==> src/inc/slot_sched_pkg.sv <==
// Package: constants and carrier types for the bus frame slot scheduler
`default_nettype none
package slot_sched_pkg;
  localparam int unsigned CLK_HZ = 25_000_000;
  localparam int unsigned MINOR_PERIOD_US = 8000;
  localparam int unsigned MINOR_TOL_US = 100;
  localparam int unsigned MINOR_CYCLES = MINOR_PERIOD_US * (CLK_HZ / 1_000_000);
  localparam int unsigned TOL_CYCLES = MINOR_TOL_US * (CLK_HZ / 1_000_000);
  localparam int unsigned MINORS_PER_MAJOR = 128;
  localparam int unsigned MAJORS_PER_MASTER = 64;
  localparam logic [4:0] RT_ADDR = 5'h0c;
  localparam logic [4:0] MODE_SYNC_DATA = 5'h11;
  localparam logic [4:0] SUBADDR_MODE_LO = 5'h00;
  localparam logic [4:0] SUBADDR_MODE_HI = 5'h1f;
  localparam logic [6:0] SYNC_SLOT_0 = 7'h0c;
  localparam logic [1:0] SYNC_SLOT_MASK = 2'h3;

  // Decoded command word from the bus receiver
  typedef struct packed {
    logic [4:0] rt_addr;
    logic tx;
    logic [4:0] subaddr;
    logic [4:0] count;
  } cmd_word_s;

  // Cycle position seen by the terminal
  typedef struct packed {
    logic [5:0] major;
    logic [6:0] minor;
    logic tick;
  } cycle_pos_s;
endpackage : slot_sched_pkg
`default_nettype wire

==> src/design/minor_timer.sv <==
// Free-running minor cycle timer with restart
`default_nettype none
module minor_timer #(
  parameter int unsigned PERIOD = slot_sched_pkg::MINOR_CYCLES
) (
  // Clock and reset
  input wire logic clk_sys,
  input wire logic rstn,
  // Control
  input wire logic restart,
  // Status
  output logic tick
);
  localparam int W = $clog2(PERIOD);
  initial
  begin
    if (PERIOD < 2) $error("minor_timer: PERIOD too small");
  end
  typedef struct packed {
    logic [W-1:0] cnt;
    logic tick;
  } st_s;
  st_s st_q, st_d;
  // Start at one so the first tick lands a full period after reset
  localparam st_s RST_ST = '{cnt: W'(1), tick: 1'b0};
  always_comb
  begin
    st_d = st_q;
    st_d.tick = 1'b0;
    // Load one, not zero: the caller's position changes on this same edge
    if (restart)
      st_d.cnt = W'(1);
    else if (st_q.cnt == W'(PERIOD - 1))
    begin
      st_d.cnt = '0;
      st_d.tick = 1'b1;
    end
    else
      st_d.cnt = st_q.cnt + W'(1);
  end
  always_ff @(posedge clk_sys or negedge rstn)
  begin
    if (!rstn)
      st_q <= RST_ST;
    else
      st_q <= st_d;
  end
  assign tick = st_q.tick;
endmodule : minor_timer
`default_nettype wire

==> src/design/slot_scheduler.sv <==
// Remote terminal minor/major cycle tracker and slot flags
`default_nettype none
module slot_scheduler #(
  parameter int unsigned MINOR_PERIOD = slot_sched_pkg::MINOR_CYCLES
) (
  // Clock and reset
  input wire logic clk_sys,
  input wire logic rstn,
  // Decoded bus command, valid one cycle
  input wire logic cmd_valid,
  input wire slot_sched_pkg::cmd_word_s cmd,
  input wire logic data_valid,
  input wire logic [15:0] data_word,
  // Position and events
  output slot_sched_pkg::cycle_pos_s pos,
  output logic addressed,
  output logic sync_seen,
  output logic [15:0] sync_data,
  output logic ground_slot,
  output logic sync_missed
);

  // Refuse a period the tick counter cannot serve
  if (MINOR_PERIOD < 2)
  begin : g_bad_period
    $error("slot_scheduler: MINOR_PERIOD below 2");
  end

  // Whole state of the tracker
  typedef struct packed {
    logic [6:0] minor;
    logic [5:0] major;
    logic tick;
    logic addressed;
    logic wait_data;
    logic sync_seen;
    logic got_sync;
    logic [15:0] sync_data;
    logic missed;
  } st_s;

  st_s st_q;
  st_s st_d;

  // Timer and decode
  logic tick;
  logic restart;
  logic is_mine;
  logic is_mode_sa;
  logic is_sync;
  logic accept;
  logic step;
  logic sync_slot;
  // Position arithmetic
  logic minor_last;
  logic major_last;
  logic [6:0] minor_inc;
  logic [5:0] major_inc;

  // Restart as the data word is taken, so the next tick falls a full
  // period after the realigned position shows
  assign restart = accept;

  minor_timer #(
    .PERIOD(MINOR_PERIOD)
  ) u_timer (
    .clk_sys(clk_sys),
    .rstn(rstn),
    .restart(restart),
    .tick(tick)
  );

  // Flag commands for this terminal; commands for others only void a pending sync
  always_comb
  begin
    if (cmd_valid && (cmd.rt_addr == slot_sched_pkg::RT_ADDR))
    begin
      is_mine = 1'b1;
    end
    else
    begin
      is_mine = 1'b0;
    end
  end

  // Mode codes may come on either mode subaddress
  always_comb
  begin
    if (cmd.subaddr == slot_sched_pkg::SUBADDR_MODE_LO)
    begin
      is_mode_sa = 1'b1;
    end
    else if (cmd.subaddr == slot_sched_pkg::SUBADDR_MODE_HI)
    begin
      is_mode_sa = 1'b1;
    end
    else
    begin
      is_mode_sa = 1'b0;
    end
  end

  // Synchronize with data word: receive direction, one mode code
  always_comb
  begin
    is_sync = 1'b0;
    if (is_mine && !cmd.tx && is_mode_sa)
    begin
      if (cmd.count == slot_sched_pkg::MODE_SYNC_DATA)
      begin
        is_sync = 1'b1;
      end
    end
  end

  // Data word counts only after our sync command, before any other command
  assign accept = data_valid && st_q.wait_data && !is_sync;

  // A tick that meets a realign is dropped: the new position wins
  always_comb
  begin
    if (tick && !accept)
    begin
      step = 1'b1;
    end
    else
    begin
      step = 1'b0;
    end
  end

  // Expected sync minors 12,44,76,108: low five bits equal 12
  assign sync_slot = (st_q.minor[4:0] == slot_sched_pkg::SYNC_SLOT_0[4:0]);
  assign minor_last = (st_q.minor == 7'(slot_sched_pkg::MINORS_PER_MAJOR - 1));
  assign major_last = (st_q.major == 6'(slot_sched_pkg::MAJORS_PER_MASTER - 1));
  assign minor_inc = st_q.minor + 7'h01;
  assign major_inc = st_q.major + 6'h01;

  // Next state
  always_comb
  begin
    st_d = st_q;
    st_d.tick = step;
    st_d.addressed = is_mine;
    st_d.sync_seen = 1'b0;
    st_d.missed = 1'b0;

    // Handshake with the controller: command, then data word
    if (is_sync)
    begin
      st_d.wait_data = 1'b1;
    end
    else if (accept)
    begin
      st_d.wait_data = 1'b0;
    end
    else if (cmd_valid)
    begin
      // Any other command in between voids the pending sync
      st_d.wait_data = 1'b0;
    end

    // Realign to the controller's position carried in the data word
    if (accept)
    begin
      st_d.sync_data = data_word;
      st_d.sync_seen = 1'b1;
      st_d.got_sync = 1'b1;
      st_d.minor = data_word[6:0];
      st_d.major = data_word[12:7];
    end

    // Close the minor just ended: a sync slot without sync is an error
    if (step)
    begin
      if (sync_slot && !st_q.got_sync)
      begin
        st_d.missed = 1'b1;
      end
      st_d.got_sync = 1'b0;
      if (minor_last)
      begin
        st_d.minor = '0;
        if (major_last)
        begin
          st_d.major = '0;
        end
        else
        begin
          st_d.major = major_inc;
        end
      end
      else
      begin
        st_d.minor = minor_inc;
      end
    end
  end

  // State register
  always_ff @(posedge clk_sys or negedge rstn)
  begin
    if (!rstn)
    begin
      st_q <= '0;
    end
    else
    begin
      st_q <= st_d;
    end
  end

  // Registered outputs straight from the state
  assign pos.major = st_q.major;
  assign pos.minor = st_q.minor;
  assign pos.tick = st_q.tick;
  assign addressed = st_q.addressed;
  assign sync_seen = st_q.sync_seen;
  assign sync_data = st_q.sync_data;
  assign sync_missed = st_q.missed;
  // Ground commands land only on minors that are multiples of four
  assign ground_slot = ((st_q.minor[1:0] & slot_sched_pkg::SYNC_SLOT_MASK) == 2'h0);
endmodule : slot_scheduler
`default_nettype wire

==> config.mk <==
export PLATFORM = sky130hd
export DESIGN_NAME = slot_scheduler
export DESIGN_NICKNAME = d
export VERILOG_FILES = /design/src/inc/slot_sched_pkg.sv /design/src/design/minor_timer.sv /design/src/design/slot_scheduler.sv
export SDC_FILE = /design/constraint.sdc
export NUM_CORES = 1
export LEC_CHECK = 0
export ABC_AREA = 1
export BUFFER_PORTS_ARGS = -buffer_cell sky130_fd_sc_hd__buf_2
export CAP_MARGIN = 20
export CORE_UTILIZATION = 54
export CTS_CLUSTER_DIAMETER = 30
export DETAILED_ROUTE_END_ITERATION = 6
export PLACE_DENSITY = 0.9
export SYNTH_ARGS = -nofsm -noshare
export SYNTH_HDL_FRONTEND = slang
export SYNTH_SLANG_ARGS = --single-unit
==> constraint.sdc <==
create_clock -name clk_sys -period 2.2 [get_ports clk_sys]
set_input_delay 0.33 -clock clk_sys [delete_from_list [all_inputs] [get_ports clk_sys]]
set_output_delay 0.33 -clock clk_sys [all_outputs]
set_load 0.1 [all_outputs]
# After elaboration in Yosys (flattened, before gate mapping)
# Cells that the tools add are included.
# totals
register_bits	54
inputBits	36
output_inout_bits	34
wordCells	58
# op_classes
addsub	3
eq_ne	7
muxes	22
reduce_logical	15
# op_table
op	count
18-bit two-way mux	3
13-bit two-way mux	2
18-bit by 1-bit adder with 18-bit output (second input constant)	1
18-bit == test (second input constant)	1
1-bit two-way mux	14
6-bit two-way mux	2
5-bit by 4-bit == test with 1-bit output (second input constant)	2
5-bit == test (second input constant)	2
7-bit by 1-bit adder with 7-bit output (second input constant)	1
7-bit == test (second input constant)	1
1-bit logical AND	7
7-bit two-way mux	1
6-bit by 1-bit adder with 6-bit output (second input constant)	1
6-bit == test (second input constant)	1
5-bit logical NOT	1
1-bit logical NOT	4
3-bit nonzero test	1
2-bit logical NOT	1
2-bit nonzero test	1

# Depth between registers and ports, before layout
# depth
word_depth	12
mapped_depth	11
depth_no_buf	10

# Cells and area by module
# A second synthesis with hierarchy kept.
# hier_totals
cells_unflattened	380
hier_area_um2	3109.2
# by_module_without_submodules
module	n_inst	cells_each	area_each_um2	seq_area_each_um2
slot_scheduler	1	254	2069.5	875.8
minor_timer	1	126	1039.7	476.7

# Least setup slack after synthesis
# OpenSTA, ideal clock, no wires.
# synth_path
path_type	flip-flop to flip-flop
startpoint	register st_q, in the netlist pos[1]
endpoint	register st_q, in the netlist sync_missed
setup_time_ns	0.081
arrival_time_ns	1.593
t_required_ns	2.119
path_slack_ns	0.526
stages_incl_launch_ff	5
n_path_buf	0
period_less_slack_ns	1.674
path_cell_list	dfrtp_1 -> inv_1 -> ha_1 -> nand3b_1 -> nor3_2
# synth_rtl
element	line	rtl
start: declaration	slot_scheduler.sv:42	st_s st_q;
start signal: assignment	slot_scheduler.sv:209	st_q <= st_d;

# Worst setup path in the final report
# layout_path
startpoint	register st_q, in the netlist pos[1]
endpoint	output ground_slot
# layout_between
elab_chain_len	1
# layout_lines
element	line	rtl
2-bit logical NOT	slot_scheduler.sv:222	assign ground_slot = ((st_q.minor[1:0] & slot_sched_pkg::SYNC_SLOT_MASK) == 2'h0);
end: declaration	slot_scheduler.sv:19	output logic ground_slot,
# No other way between the ends.

==> impl_results.md <==
* Outcome: finished, final reports clean
* TritonRoute pass-1 iters at 4
* Worst-Skew Late Latency at 300 ps
* Min Tclk post-route at 1770 ps
* Mapped cell area at 3060 um2
* Synthesized Nets at 420
* Cell taking the most area after synthesis: dfrtp_1
* Initial antenna violation count at 0
* DIE HEIGHT at 77.3 um
* Root Driver: clkbuf_8
* DR iter-0 viols at 211
* P&R area growth vs syn at 8.84%
* Wire length per cell at 12.4 um
* Cell Chain, Critical Path: inv_1, ha_1, buf_2
* Register area at 1350 um2
* Max frequency at 566 MHz
* Largest family of logic cells by synthesized area: simple AND/OR/NAND/NOR gates
* Post-placement cell area at 3220 um2
* Endpoints failing hold at 0
* Least-Margin Pin Slew at 506 ps
* Initial Util at 55.9%
* CTS tree: done
* Layout net count at 462
* Syn Inst Count at 380
* Core Footprint at 5470 um2
* Hold Startpoint: data_valid
* Vias per inst at 5.14
* WP data required at 1870 ps
* Met3 wire length at 229 um
* Clock Path Buffers at 2
* Setup total negative slack at 0 ps
* DR top layer: met4
* Register area share after synthesis at 44.2%
* Share of layout cells above drive strength 1 at 24.1%
* DRC viols at 0
* Top-level I/O count at 70
* Leakage at 0.00189 uW
* FF-to-FF Start: u_timer.st_q[1]
* Cell variety after synth at 33
* VDD IR-drop max at 0.271 mV
* Commonest cells post-synth: 107 x nand2_1, 53 x dfrtp_1, 46 x nor2_1
* Slew Limit Fails at 0
* Critical path class: register to output pin
* Final WL at 6140 um
* Worst EP arrival at 1440 ps
* Die area at 5970 um2
* RR Endpoint: u_timer.st_q[14]
* Multi-input logic area at 1290 um2
* Total GRT Usage at 22.7%
* Synth top area share at 43.4%
* Post-Synth XOR/XNOR Area at 3.15%
* ANT cells at 0
* Row Count at 27
* Slew HR at 66.0%
* Number of flops mapped to enable cells by yosys at 0
* Synth top area cells: dfrtp_1 43%, nand2_1 13%, buf_4 8.1%, nand3_1 6.2%, nor2_1 5.6%
* CP Capture Type: output pin
* Grt ovf at 0
* Post-CTS Setup Repair Bufs at 0
* RePlAce Congestion at 0.887
* Worst hold slack at 217 ps
* Number of synthesized register bits at 54
* PortBufs at 69
* Async S/R FF share, synth at 100%
* Crit-path max cell delay at 440 ps
* Setup Skew at 5.29 ps
* Routed wl met2 at 3140 um
* Yosys warns at 0
* Total Power at 1810 uW
* FF-to-FF setup slack at 500 ps
* # resized after CTS at 0
* Clk sinks at 54
* First-pass GRT wire length at 10900 um
* H-tree levels at 2
* Worst setup SP type: register
* Largest net degree at the start of global routing at 52
* CP max stage cell: dfrtp_1
* Fillers at 505
* Crit path max fanout at 6
* Clock transition at the registers of the reported paths at 90 ps
* Worst hold endpoint: st_q[19]
* Simple-Gate Fraction of Synth Area at 35.8%
* HPWL Detailed at 4630 um
* PD cells at 543 nW/um2
* Setup-failing EPs final at 0
* HP Class: input pin to register
* Remaining antenna violation count at 0
* CTS Buf Count at 5
* Top-count cell post-synth: nand2_1
* Vias in the first global route at 2461
* Adder-cell share of the synthesized area at 1.64%
* Max-cap violations at 0
* Dpl ws at 468 ps
* Post-synthesis mux area share at 0%
* Worst Path Buf+Inv at 2
* Critical path's top delay family: buffers and inverters
* RSZ-0062 raised after global routing: no
* Vias at 2545
* Hold depth at 2
* Period utilization at 80.3%
* Compound-cell area share of the yosys netlist at 1.72%
* Post-route cell area at 3330 um2
* Post-synth top flop: dfrtp_1
* Met1 WL at 2690 um
* Die Span X at 77.3 um
* Syn_area_per_cell at 8.05 um2
* Post-route setup slack at 434 ps
* R2r worst-path depth at 8
sequential cells by signal (all words and copies together) (netlist names):
register,count
st_q,2
u_timer.tick,1
u_timer.st_q,18
pos,14
sync_seen,1
addressed,1
sync_data,16
sync_missed,1
power breakdown:
group / switching [uW] / leakage, uW / internal (uW)
clock: 314 / 0.0000472 / 253
sequential: 42.5 / 0.000719 / 1030
combinational: 93.5 / 0.00113 / 70.1
total: 450 / 0.00189 / 1360
kinds of logic after synthesis:
logic type,after synthesis
and+or+nand+nor,233
xor gates and xnor gates,11
AOI/OAI and AO/OA,9
buffers and inverters,69
adders and majority gates,4
DFF,54
through the flow:
stage | std cells | util [%]
final | 495 | 60.8
after global routing | 495 | 60.8
after CTS | 495 | 60.8
after detailed placement | 486 | 58.9
after global placement | 486 | 58.9
after floorplan | 380 | -
placed cells by master (no fill, tap or decap), drive strengths merged, types with 4 or more instances in the layout:
master,instances
nand2,110
buf,72
dfrtp,53
nor2,52
nand3,42
inv,31
nand4,11
nor3,11
xor2,10
clkbuf,6
nand3b,5
a21oi,4
ha,4
cell type report:
type | instances | share of cell area, %
Clock inverter | 2 | 0.376
Multi-Input combinational cell | 257 | 38.9
Tap cell | 72 | 2.71
Inverter | 31 | 3.57
Clock buffer | 6 | 2.48
Sequential cell | 54 | 40.6
Timing Repair Buffer | 73 | 11.4
layer usage:
metal / track usage [%] / up-vias
li1: - / 1267
met1: 28.8 / 1196
met2: 40.1 / 73
met3: 3.45 / 9
met4: 6.42 / 0
met5: 0 / -
worst max-delay path by stage:
stage | slack [ps] | from | endpoint | cells past startpoint
2_1_floorplan | 530 | pos[1] | sync_missed | 4
3_3_place_gp | 520 | cmd[12] | pos[5] | 9
3_5_place_dp | 470 | cmd[3] | pos[5] | 9
4_1_cts | 430 | pos[1] | ground_slot | 3
5_1_grt | 340 | u_timer.st_q[1] | u_timer.st_q[14] | 8
6_report | 430 | pos[1] | ground_slot | 3
repair_timing:
action                                 4_1_cts  5_1_grt
hold buffers                                 1        0
setup endpoints to repair                    0        0
endpoints found under the hold margin       17        0
Power figures use the tool's default switching activity.
